## src/verilog/spp_pkg.sv

```systemverilog
// Shared constants and arithmetic functions for the speech pre-processing block
package spp_pkg;

  // ****************************************************************
  // Frame layout
  // ****************************************************************
  localparam int FRAME_LEN = 160;  // Samples per frame
  localparam int SUBSEG_LEN = 40;  // Samples per sub-segment
  localparam logic [7:0] FRAME_LAST = 8'h9F;  // Index of last sample in a frame
  localparam logic [5:0] SUBSEG_LAST = 6'h27;  // Index of last sample in a sub-segment

  // ****************************************************************
  // Numeric limits and filter constants
  // ****************************************************************
  localparam logic signed [15:0] S16_MAX = 16'sh7FFF;  // +32767
  localparam logic signed [15:0] S16_MIN = 16'sh8000;  // -32768
  localparam logic signed [31:0] S32_MAX = 32'sh7FFFFFFF;  // 2147483647
  localparam logic signed [31:0] S32_MIN = 32'sh80000000;  // -2147483648
  localparam logic signed [31:0] ROUND_HALF = 32'sh00004000;  // 16384, sign-extended
  localparam logic signed [15:0] POLE_COEF = 16'sh7FDF;  // 32735
  localparam int FRAC_SHIFT = 15;  // Fractional scaling
  localparam int DOWN_SHR = 3;  // Downscale right shift
  localparam int DOWN_SHL = 2;  // Downscale left shift
  localparam logic [15:0] HOME_PATTERN = 16'h0008;  // Homing sample value
  localparam logic [15:0] NONREC_RESET = 16'h0000;  // Reset value of delay state
  localparam logic [31:0] RECUR_RESET = 32'h00000000;  // Reset value of wide state

  // ****************************************************************
  // Pipeline state
  // ****************************************************************
  typedef enum logic [1:0] {SPP_IDLE, SPP_CALC, SPP_HOLD} spp_state_t;

  // ****************************************************************
  // Saturating 16-bit add
  // ****************************************************************
  function automatic logic signed [15:0] add16(input logic signed [15:0] a, input logic signed [15:0] b);
    logic signed [16:0] s;
    s = 17'(a) + 17'(b);
    if (s > 17'sh07FFF) return S16_MAX;
    if (s < -17'sh08000) return S16_MIN;
    return s[15:0];
  endfunction

  // Saturating 16-bit subtract
  function automatic logic signed [15:0] sub16(input logic signed [15:0] a, input logic signed [15:0] b);
    logic signed [16:0] s;
    s = 17'(a) - 17'(b);
    if (s > 17'sh07FFF) return S16_MAX;
    if (s < -17'sh08000) return S16_MIN;
    return s[15:0];
  endfunction

  // Saturating 32-bit add
  function automatic logic signed [31:0] add32(input logic signed [31:0] a, input logic signed [31:0] b);
    logic signed [32:0] s;
    s = 33'(a) + 33'(b);
    if (s[32] != s[31]) return s[32] ? S32_MIN : S32_MAX;
    return s[31:0];
  endfunction

  // Saturating 32-bit subtract
  function automatic logic signed [31:0] sub32(input logic signed [31:0] a, input logic signed [31:0] b);
    logic signed [32:0] s;
    s = 33'(a) - 33'(b);
    if (s[32] != s[31]) return s[32] ? S32_MIN : S32_MAX;
    return s[31:0];
  endfunction

  // Scaled fractional multiply, optional rounding
  function automatic logic signed [15:0] mult16(input logic signed [15:0] a, input logic signed [15:0] b,
                                                input logic rnd);
    logic signed [31:0] p;
    p = 32'(a) * 32'(b);
    if (a == S16_MIN && b == S16_MIN) return S16_MAX;
    if (rnd) p = p + ROUND_HALF;
    return 16'(p >>> FRAC_SHIFT);
  endfunction

  // Wide product with one-bit left shift
  function automatic logic signed [31:0] lmult(input logic signed [15:0] a, input logic signed [15:0] b);
    logic signed [31:0] p;
    p = 32'(a) * 32'(b);
    return p <<< 1;
  endfunction

  // Absolute value with saturation of the most negative code
  function automatic logic signed [15:0] abs16(input logic signed [15:0] a);
    if (a == S16_MIN) return S16_MAX;
    return a[15] ? -a : a;
  endfunction

  // Signed shift: positive n shifts left, negative n shifts right
  function automatic logic signed [31:0] shl32(input logic signed [31:0] v, input logic signed [5:0] n);
    if (n < 0) return v >>> (-n);
    return v <<< n;
  endfunction

  // Signed shift: positive n shifts right, negative n shifts left
  function automatic logic signed [31:0] shr32(input logic signed [31:0] v, input logic signed [5:0] n);
    if (n < 0) return v <<< (-n);
    return v >>> n;
  endfunction

  // Sign-extend a short to a long
  function automatic logic signed [31:0] widen(input logic signed [15:0] v);
    return {{16{v[15]}}, v};
  endfunction

  // Keep the low half of a long
  function automatic logic signed [15:0] narrow(input logic signed [31:0] v);
    return v[15:0];
  endfunction

endpackage

```

## src/verilog/spp_divider.sv

```systemverilog
// Sequential fractional divider, fifteen quotient bits
`timescale 1ns/1ps
module spp_divider (
  input wire logic sys_clk,
  input wire logic sys_rst,
  input wire logic start,
  input wire logic [15:0] num,
  input wire logic [15:0] den,
  output logic busy,
  output logic done,
  output logic [15:0] quot
);

  // ****************************************************************
  // Restoring division state
  // ****************************************************************
  logic [16:0] rem_q;  // Partial remainder
  logic [15:0] den_q;  // Latched divisor
  logic [3:0] cnt_q;  // Bits still to produce
  logic run_q;  // Iteration in progress
  logic [16:0] rem_sh;  // Remainder doubled
  logic [16:0] rem_dif;  // Remainder minus divisor
  logic fit;  // Divisor fits

  assign rem_sh = {rem_q[15:0], 1'b0};
  assign rem_dif = rem_sh - {1'b0, den_q};
  assign fit = rem_sh >= {1'b0, den_q};
  assign busy = run_q;

  // Iterate one quotient bit per clock; equal operands end as 32767
  always_ff @(posedge sys_clk or posedge sys_rst) begin
    if (sys_rst) begin
      rem_q <= 17'h00000;
      den_q <= 16'h0000;
      cnt_q <= 4'h0;
      run_q <= 1'b0;
      done <= 1'b0;
      quot <= 16'h0000;
    end else begin
      done <= 1'b0;
      if (start && !run_q) begin
        rem_q <= {1'b0, num};
        den_q <= den;
        cnt_q <= 4'hF;
        run_q <= 1'b1;
        quot <= 16'h0000;
      end else if (run_q) begin
        rem_q <= fit ? rem_dif : rem_sh;
        quot <= {quot[14:0], fit};
        cnt_q <= cnt_q - 4'h1;
        if (cnt_q == 4'h1) begin
          run_q <= 1'b0;
          done <= 1'b1;
        end
      end
    end
  end
endmodule

```

## src/verilog/spp_alu.sv

```systemverilog
// Combinational fixed-point primitive unit selected by an opcode
`timescale 1ns/1ps
module spp_alu (
  input wire logic [3:0] op,
  input wire logic signed [31:0] a,
  input wire logic signed [31:0] b,
  output logic signed [31:0] y
);

  // Select one primitive; short operands use the low halves
  always_comb begin
    unique case (op)
      4'h0: y = spp_pkg::widen(spp_pkg::add16(a[15:0], b[15:0]));
      4'h1: y = spp_pkg::widen(spp_pkg::sub16(a[15:0], b[15:0]));
      4'h2: y = spp_pkg::widen(spp_pkg::mult16(a[15:0], b[15:0], 1'b0));
      4'h3: y = spp_pkg::widen(spp_pkg::mult16(a[15:0], b[15:0], 1'b1));
      4'h4: y = spp_pkg::widen(spp_pkg::abs16(a[15:0]));
      4'h5: y = spp_pkg::lmult(a[15:0], b[15:0]);
      4'h6: y = spp_pkg::add32(a, b);
      4'h7: y = spp_pkg::sub32(a, b);
      4'h8: y = spp_pkg::shl32(a, b[5:0]);
      4'h9: y = spp_pkg::shr32(a, b[5:0]);
      4'hA: y = spp_pkg::widen(16'(spp_pkg::shl32(spp_pkg::widen(a[15:0]), b[5:0])));
      4'hB: y = spp_pkg::widen(16'(spp_pkg::shr32(spp_pkg::widen(a[15:0]), b[5:0])));
      4'hC: y = spp_pkg::widen(a[15:0]);
      4'hD: y = spp_pkg::widen(spp_pkg::narrow(a));
      default: y = 32'h00000000;
    endcase
  end

endmodule

```

## src/verilog/spp_top.sv

```systemverilog
// Speech input pre-processing: downscale and offset-compensation filter
//
// How it works
// Short add saturates to the 16-bit range
// Short subtract saturates to the 16-bit range
// Fractional multiply, shift 15, min-squared saturates
// Rounding multiply adds 16384 before shifting
// Absolute value maps -32768 to 32767
// Divide gives positive 15-bit fraction, equal gives 32767
// Wide multiply returns product doubled
// Long add saturates to the 32-bit range
// Long subtract saturates to the 32-bit range
// Left shift; negative count shifts right
// Right shift; negative count shifts left
// Short to long sign-extends
// Long to short keeps low half
// Constants in long operations are sign-extended
// Frames of 160, sub-segments of 40
// Low three sample bits are ignored; the homing check still compares all 16 bits of in_sample
// Source sends left-justified 13-bit samples
// Downscale: shift right 3, left 2
// Difference term, then delay takes input
// Recursive term built by split multiply
// Output is rounded state shifted right 15
// Filter states persist, reset to zero
// Full homing frame clears both states afterwards
// One sample per handshake, frame end marked
`timescale 1ns/1ps
module spp_top #(
  parameter int FRAME_SAMPLES = spp_pkg::FRAME_LEN
) (
  input wire logic sys_clk,
  input wire logic sys_rst,
  input wire logic in_valid,
  output logic in_ready,
  input wire logic [15:0] in_sample,
  output logic out_valid,
  input wire logic out_ready,
  output logic [15:0] out_sample,
  output logic out_frame_end,
  output logic out_subseg_end,
  input wire logic [3:0] alu_op,
  input wire logic [31:0] alu_a,
  input wire logic [31:0] alu_b,
  output logic [31:0] alu_y,
  input wire logic div_start,
  input wire logic [15:0] div_num,
  input wire logic [15:0] div_den,
  output logic div_busy,
  output logic div_done,
  output logic [15:0] div_quot
);

  // ****************************************************************
  // Primitive units offered to later encoder stages
  // ****************************************************************
  logic signed [31:0] alu_y_d;  // Combinational result

  spp_alu u_alu (
    .op(alu_op),
    .a(alu_a),
    .b(alu_b),
    .y(alu_y_d)
  );

  // Register the primitive result so data outputs come from flops
  always_ff @(posedge sys_clk or posedge sys_rst) begin
    if (sys_rst) begin
      alu_y <= 32'h00000000;
    end else begin
      alu_y <= alu_y_d;
    end
  end

  spp_divider u_div (
    .sys_clk(sys_clk),
    .sys_rst(sys_rst),
    .start(div_start),
    .num(div_num),
    .den(div_den),
    .busy(div_busy),
    .done(div_done),
    .quot(div_quot)
  );

  // ****************************************************************
  // Filter state
  // ****************************************************************
  logic signed [15:0] nonrec_delay_state_q;  // Non-recursive delay
  logic signed [31:0] recursive_wide_state_q;  // Recursive wide state
  logic [7:0] idx_q;  // Sample position in the frame
  logic [5:0] sub_idx_q;  // Sample position in the sub-segment
  logic home_q;  // Every sample so far in this frame was the homing pattern
  logic out_valid_q;  // Output slot occupied
  logic [15:0] out_sample_q;  // Held output sample
  logic frame_end_q;  // Held frame-end flag
  logic subseg_end_q;  // Held sub-segment-end flag

  // ****************************************************************
  // Per-sample datapath, one sample per clock
  // ****************************************************************
  logic signed [15:0] masked;  // Sample with don't-care bits cleared
  logic signed [15:0] scaled;  // Downscaled input
  logic signed [15:0] difference_term;  // Non-recursive output
  logic signed [31:0] recursive_term;  // Recursive accumulator
  logic signed [15:0] msp;  // Upper part of the wide state
  logic signed [15:0] lsp;  // Lower remainder of the wide state
  logic signed [31:0] recur_next;  // Next wide state
  logic signed [15:0] filt_out;  // Filtered sample
  logic take;  // Input accepted this clock
  logic last;  // Accepted sample ends the frame
  logic homing_done;  // Accepted sample completes a homing frame

  always_comb begin
    masked = $signed({in_sample[15:3], 3'h0});
    scaled = 16'(spp_pkg::shl32(spp_pkg::shr32(spp_pkg::widen(masked), 6'(spp_pkg::DOWN_SHR)),
                                6'(spp_pkg::DOWN_SHL)));
    difference_term = spp_pkg::sub16(scaled, nonrec_delay_state_q);
    recursive_term = spp_pkg::shl32(spp_pkg::widen(difference_term), 6'(spp_pkg::FRAC_SHIFT));
    msp = spp_pkg::narrow(spp_pkg::shr32(recursive_wide_state_q, 6'(spp_pkg::FRAC_SHIFT)));
    lsp = spp_pkg::narrow(spp_pkg::sub32(recursive_wide_state_q,
                          spp_pkg::shl32(spp_pkg::widen(msp), 6'(spp_pkg::FRAC_SHIFT))));
    recursive_term = spp_pkg::add32(recursive_term,
                     spp_pkg::widen(spp_pkg::mult16(lsp, spp_pkg::POLE_COEF, 1'b1)));
    recur_next = spp_pkg::add32(spp_pkg::shr32(spp_pkg::lmult(msp, spp_pkg::POLE_COEF), 6'h01),
                                recursive_term);
    filt_out = spp_pkg::narrow(spp_pkg::shr32(spp_pkg::add32(recur_next, spp_pkg::ROUND_HALF),
                               6'(spp_pkg::FRAC_SHIFT)));
  end

  // Ready while the output slot is free or draining this clock
  assign in_ready = !out_valid_q || out_ready;
  assign take = in_valid && in_ready;
  assign last = idx_q == 8'(FRAME_SAMPLES - 1);
  assign homing_done = take && last && home_q && (in_sample == spp_pkg::HOME_PATTERN);

  // Filter states carry across frames; a complete homing frame zeroes them
  always_ff @(posedge sys_clk or posedge sys_rst) begin
    if (sys_rst) begin
      nonrec_delay_state_q <= spp_pkg::NONREC_RESET;
      recursive_wide_state_q <= spp_pkg::RECUR_RESET;
    end else if (homing_done) begin
      nonrec_delay_state_q <= spp_pkg::NONREC_RESET;
      recursive_wide_state_q <= spp_pkg::RECUR_RESET;
    end else if (take) begin
      nonrec_delay_state_q <= scaled;
      recursive_wide_state_q <= recur_next;
    end
  end

  // Frame and sub-segment counters advance per accepted sample
  always_ff @(posedge sys_clk or posedge sys_rst) begin
    if (sys_rst) begin
      idx_q <= 8'h00;
      sub_idx_q <= 6'h00;
    end else if (take) begin
      idx_q <= last ? 8'h00 : idx_q + 8'h01;
      sub_idx_q <= (last || sub_idx_q == spp_pkg::SUBSEG_LAST) ? 6'h00 : sub_idx_q + 6'h01;
    end
  end

  // Track whether the frame so far is all homing samples
  always_ff @(posedge sys_clk or posedge sys_rst) begin
    if (sys_rst) begin
      home_q <= 1'b1;
    end else if (take) begin
      home_q <= last ? 1'b1 : home_q && (in_sample == spp_pkg::HOME_PATTERN);
    end
  end

  // Single output slot; a new sample may enter as the old one leaves
  always_ff @(posedge sys_clk or posedge sys_rst) begin
    if (sys_rst) begin
      out_valid_q <= 1'b0;
      out_sample_q <= 16'h0000;
      frame_end_q <= 1'b0;
      subseg_end_q <= 1'b0;
    end else if (take) begin
      out_valid_q <= 1'b1;
      out_sample_q <= filt_out;
      frame_end_q <= last;
      subseg_end_q <= last || sub_idx_q == spp_pkg::SUBSEG_LAST;
    end else if (out_ready) begin
      out_valid_q <= 1'b0;
    end
  end

  assign out_valid = out_valid_q;
  assign out_sample = out_sample_q;
  assign out_frame_end = frame_end_q && out_valid_q;
  assign out_subseg_end = subseg_end_q && out_valid_q;
endmodule

```

## config.mk

```make
export PLATFORM = sky130hd
export DESIGN_NAME = spp_top
export DESIGN_NICKNAME = d
export VERILOG_FILES = /design/src/verilog/spp_pkg.sv /design/src/verilog/spp_divider.sv /design/src/verilog/spp_alu.sv /design/src/verilog/spp_top.sv
export SDC_FILE = /design/constraint.sdc
export NUM_CORES = 2
export LEC_CHECK = 0
export BUFFER_PORTS_ARGS = -buffer_cell sky130_fd_sc_hd__clkbuf_2
export CAP_MARGIN = 20
export CORE_MARGIN = 4
export CORE_UTILIZATION = 50
export DETAILED_ROUTE_END_ITERATION = 8
export GPL_TIMING_DRIVEN = 0
export PLACE_DENSITY = 0.67
export SYNTH_ARGS = -nofsm -noshare
export SYNTH_HDL_FRONTEND = slang
export SYNTH_SLANG_ARGS = --single-unit
export TNS_END_PERCENT = 50
```

## constraint.sdc

```tcl
create_clock -name sys_clk -period 18.5 [get_ports sys_clk]
set_input_delay 4.625 -clock sys_clk [delete_from_list [all_inputs] [get_ports sys_clk]]
set_output_delay 4.625 -clock sys_clk [all_outputs]
set_load 0.02 [all_outputs]
```

==> results.sh <==
export IMPL_status="complete, no violations"
export IMPL_coreArea_sq_um=93190
export IMPL_nets=7384
export IMPL_syn_area_sq_um=46860
export IMPL_layout_drive_gt1_share_pct=5.954
export IMPL_grt_use_total_pct=43.78
export IMPL_cp_max_fo=10
export IMPL_fin_hold_ws_ps=478.2
export IMPL_grt_pass1_wl_mm=317.6
export IMPL_drv_cap=0
export IMPL_yosysWarningCount=0
export IMPL_crit_start="alu_b[5]"
export IMPL_worst_slew_pin_slew_ps=1293
export IMPL_rrSetupSlack_ps=2690
export IMPL_synth_cell_types=105
export IMPL_syn_to_final_growth_pct=7.089
export IMPL_ys_ff_latch=165
export IMPL_rows=112
export IMPL_synthArstFlopShare_pct=100.0
export IMPL_cpMaxStageDelayCell="clkbuf_1"
export IMPL_worstPathArrival_ps=17640
export IMPL_cts_buffer_depth=2
export IMPL_hpwl_mm=181.5
export IMPL_critical_path_class="primary input to flip-flop"
export IMPL_max_clock_freq_mhz=57.37
export IMPL_die_w_um=314.1
export IMPL_cp_data_required_time_ps=18710
export IMPL_cp_start_kind="primary input"
export IMPL_overflow=0
export IMPL_crit_path_end_kind="flip-flop"
export IMPL_maxSlewViolCount=0
export IMPL_layout_min_cycle_time_ps=17430
export IMPL_start_util_pct=50.28
export IMPL_placed_area_sq_um=49530
export IMPL_cts_hold_buf=0
export IMPL_yosysSeqAreaShare_pct=8.814
export IMPL_syn_instance_count=6007
export IMPL_via_per_inst=6.344
export IMPL_wl_mm=219.8
export IMPL_design_area_sq_um=50180
export IMPL_die_h_um=314.1
export IMPL_r2r_cells=54
export IMPL_wl_per_cell_um=29.28
export IMPL_ctsResizeCount=0
export IMPL_portBuffers=188
export IMPL_grt_max_degree=128
export IMPL_drc=0
export IMPL_drtIter0Drc=6109
export IMPL_cts_clk_slew_worst_paths_ps=70
export IMPL_synth_edf_count=0
export IMPL_cts_tree="done"
export IMPL_cts_buffers=17
export IMPL_fill_cells=8952
export IMPL_crit_path_frequent_cell="clkbuf_1"
export IMPL_h_tree_depth=4
export IMPL_cts_sinks=165
export IMPL_rsz0062_at_grt="false"
export IMPL_hp_class="flip-flop to flip-flop"
export IMPL_relSlewSlack_pct=13.79
export IMPL_gp_congestion=1.137
export IMPL_root_buffer="clkbuf_16"
export IMPL_post_cts_setup_buffer_count=0
export IMPL_r2r_start="recursive_wide_state_q[30]"
export IMPL_cp_slowest_stage_delay_ps=790
export IMPL_drt_pass1_iterations=8
export IMPL_num_vias=47630
export IMPL_finalSetupTns_ps=0
export IMPL_avgSynthCellArea_sq_um=7.801
export IMPL_synth_ff_type="dfrtp_1"
export IMPL_hold_violations=0
export IMPL_antenna_found_initial=6
export IMPL_timing_final_crit_share_pct=94.21
export IMPL_ant_nets=0
export IMPL_synth_nets=7155
export IMPL_setup_viol=0
export IMPL_ioPinCount=191
export IMPL_dieArea_sq_um=98680
export IMPL_hold_depth=2
export IMPL_grt_pass1_vias=47220
export IMPL_fin_skew_ps=18.33
export IMPL_hp_start="recursive_wide_state_q[4]"
export IMPL_clk_latency_ps=450
-- worst max-delay path, delay by kind of cell --
family	cells	cell delay, ps
AO/OA/AOI/OAI	4	1780
AND/OR/NAND/NOR	8	1940
buffers and inverters	13	5030
adder cells (fa/ha/maj)	7	3340
XOR/XNOR	2	890
-- cell usage in the layout (no fill, tap or decap), drive strengths merged, types with 39 or more instances in the layout --
master / count
inv: 917
nand2: 589
fa: 569
nor2: 497
clkbuf: 463
a21oi: 460
ha: 458
o21ai: 443
xnor2: 194
dfrtp: 164
nor3: 101
nand3: 100
nand2b: 92
a211oi: 89
mux2i: 80
and2: 78
a21o: 64
buf: 64
o211ai: 55
xor2: 55
nor2b: 53
a31oi: 50
o22ai: 42
o21a: 39
-- cells in the mapped netlist, types with 37 or more instances --
cell / number / area, sq um
a211oi_1: 85 / 638.1
buf_1: 40 / 150.1
nor2_1: 497 / 1866
ha_1: 458 / 5731
and2_1: 76 / 475.5
dfrtp_1: 164 / 4104
inv_1: 907 / 3405
o211ai_1: 54 / 405.4
clkbuf_1: 254 / 953.4
o22ai_1: 42 / 262.8
fa_1: 569 / 11390
a21o_1: 64 / 480.5
nand2_1: 589 / 2211
o21a_1: 39 / 292.8
xnor2_1: 194 / 1699
o21ai_0: 436 / 2182
a31oi_1: 50 / 312.8
mux2i_1: 80 / 800.8
a21oi_1: 458 / 2292
nor3_1: 101 / 505.5
xor2_1: 53 / 464.2
nor2b_1: 53 / 331.6
nand3_1: 99 / 495.5
mux2_2: 37 / 416.7
nand2b_1: 92 / 575.6
-- layout make-up --
cell class | instances | area [sq um] | share of cell area, %
clock buffers | 18 | 429.2 | 0.8552
multi-input cells | 4631 | 38180 | 76.09
repair buffers | 210 | 1145 | 2.281
well taps | 1254 | 1569 | 3.127
plain buffers | 299 | 1137 | 2.266
inverters | 912 | 3431 | 6.837
flip-flops and latches | 165 | 4131 | 8.233
clock inverters | 13 | 141.4 | 0.2818
diodes | 5 | 12.51 | 0.02493
-- registers in the layout, indices dropped and copies added, names as in the netlist --
| signal | flops |
|---|---|
| alu_y | 32 |
| frame_end_q | 1 |
| home_q | 1 |
| idx_q | 8 |
| nonrec_delay_state_q | 13 |
| out_sample | 16 |
| out_valid | 1 |
| recursive_wide_state_q | 32 |
| sub_idx_q | 6 |
| subseg_end_q | 1 |
| u_div.busy | 1 |
| u_div.cnt_q | 4 |
| u_div.den_q | 16 |
| u_div.done | 1 |
| u_div.quot | 16 |
| u_div.rem_q | 16 |
-- final timing paths --
kind                                              end
setup / recovery                            alu_y[22]
hold / removal              recursive_wide_state_q[4]
setup reg to reg                        out_sample[2]
hold reg to reg             recursive_wide_state_q[4]
max in group asynchronous                   alu_y[22]
min in group asynchronous  recursive_wide_state_q[22]
-- per-stage QoR --
step	instances	utilization (%)	setup slack (ps)
2_1_floorplan	6007	-	5043
4_1_cts	7494	53.76	1618
6_report	7507	53.85	1071
5_1_grt	7504	53.84	859.2
3_3_place_gp	7449	52.98	629.0
3_5_place_dp	7463	53.15	1200
-- cells by family after synthesis --
family / count (synthesis) / synth area share (%)
other: 1 / 0.008003
muxes: 133 / 3.367
buffers and inverters: 1211 / 9.733
xor gates and xnor gates: 249 / 4.710
AOI/OAI and AO/OA: 1519 / 20.20
adders and majority gates: 1035 / 36.71
and+or+nand+nor: 1694 / 16.46
DFF: 165 / 8.814
-- routing by layer --
metal | track usage (%) | vias to the layer above | wire length, um
met2 | 67.85 | 3027 | 95860
met3 | 11.01 | 756 | 22960
met5 | 0 | - | 11
met1 | 53.92 | 23250 | 82120
met4 | 29.59 | 2 | 18830
li1 | - | 20590 | -
Power is left out: the tool's default activity adds up to more than one toggle a clock period on the data nets, which glitch-free logic cannot reach.
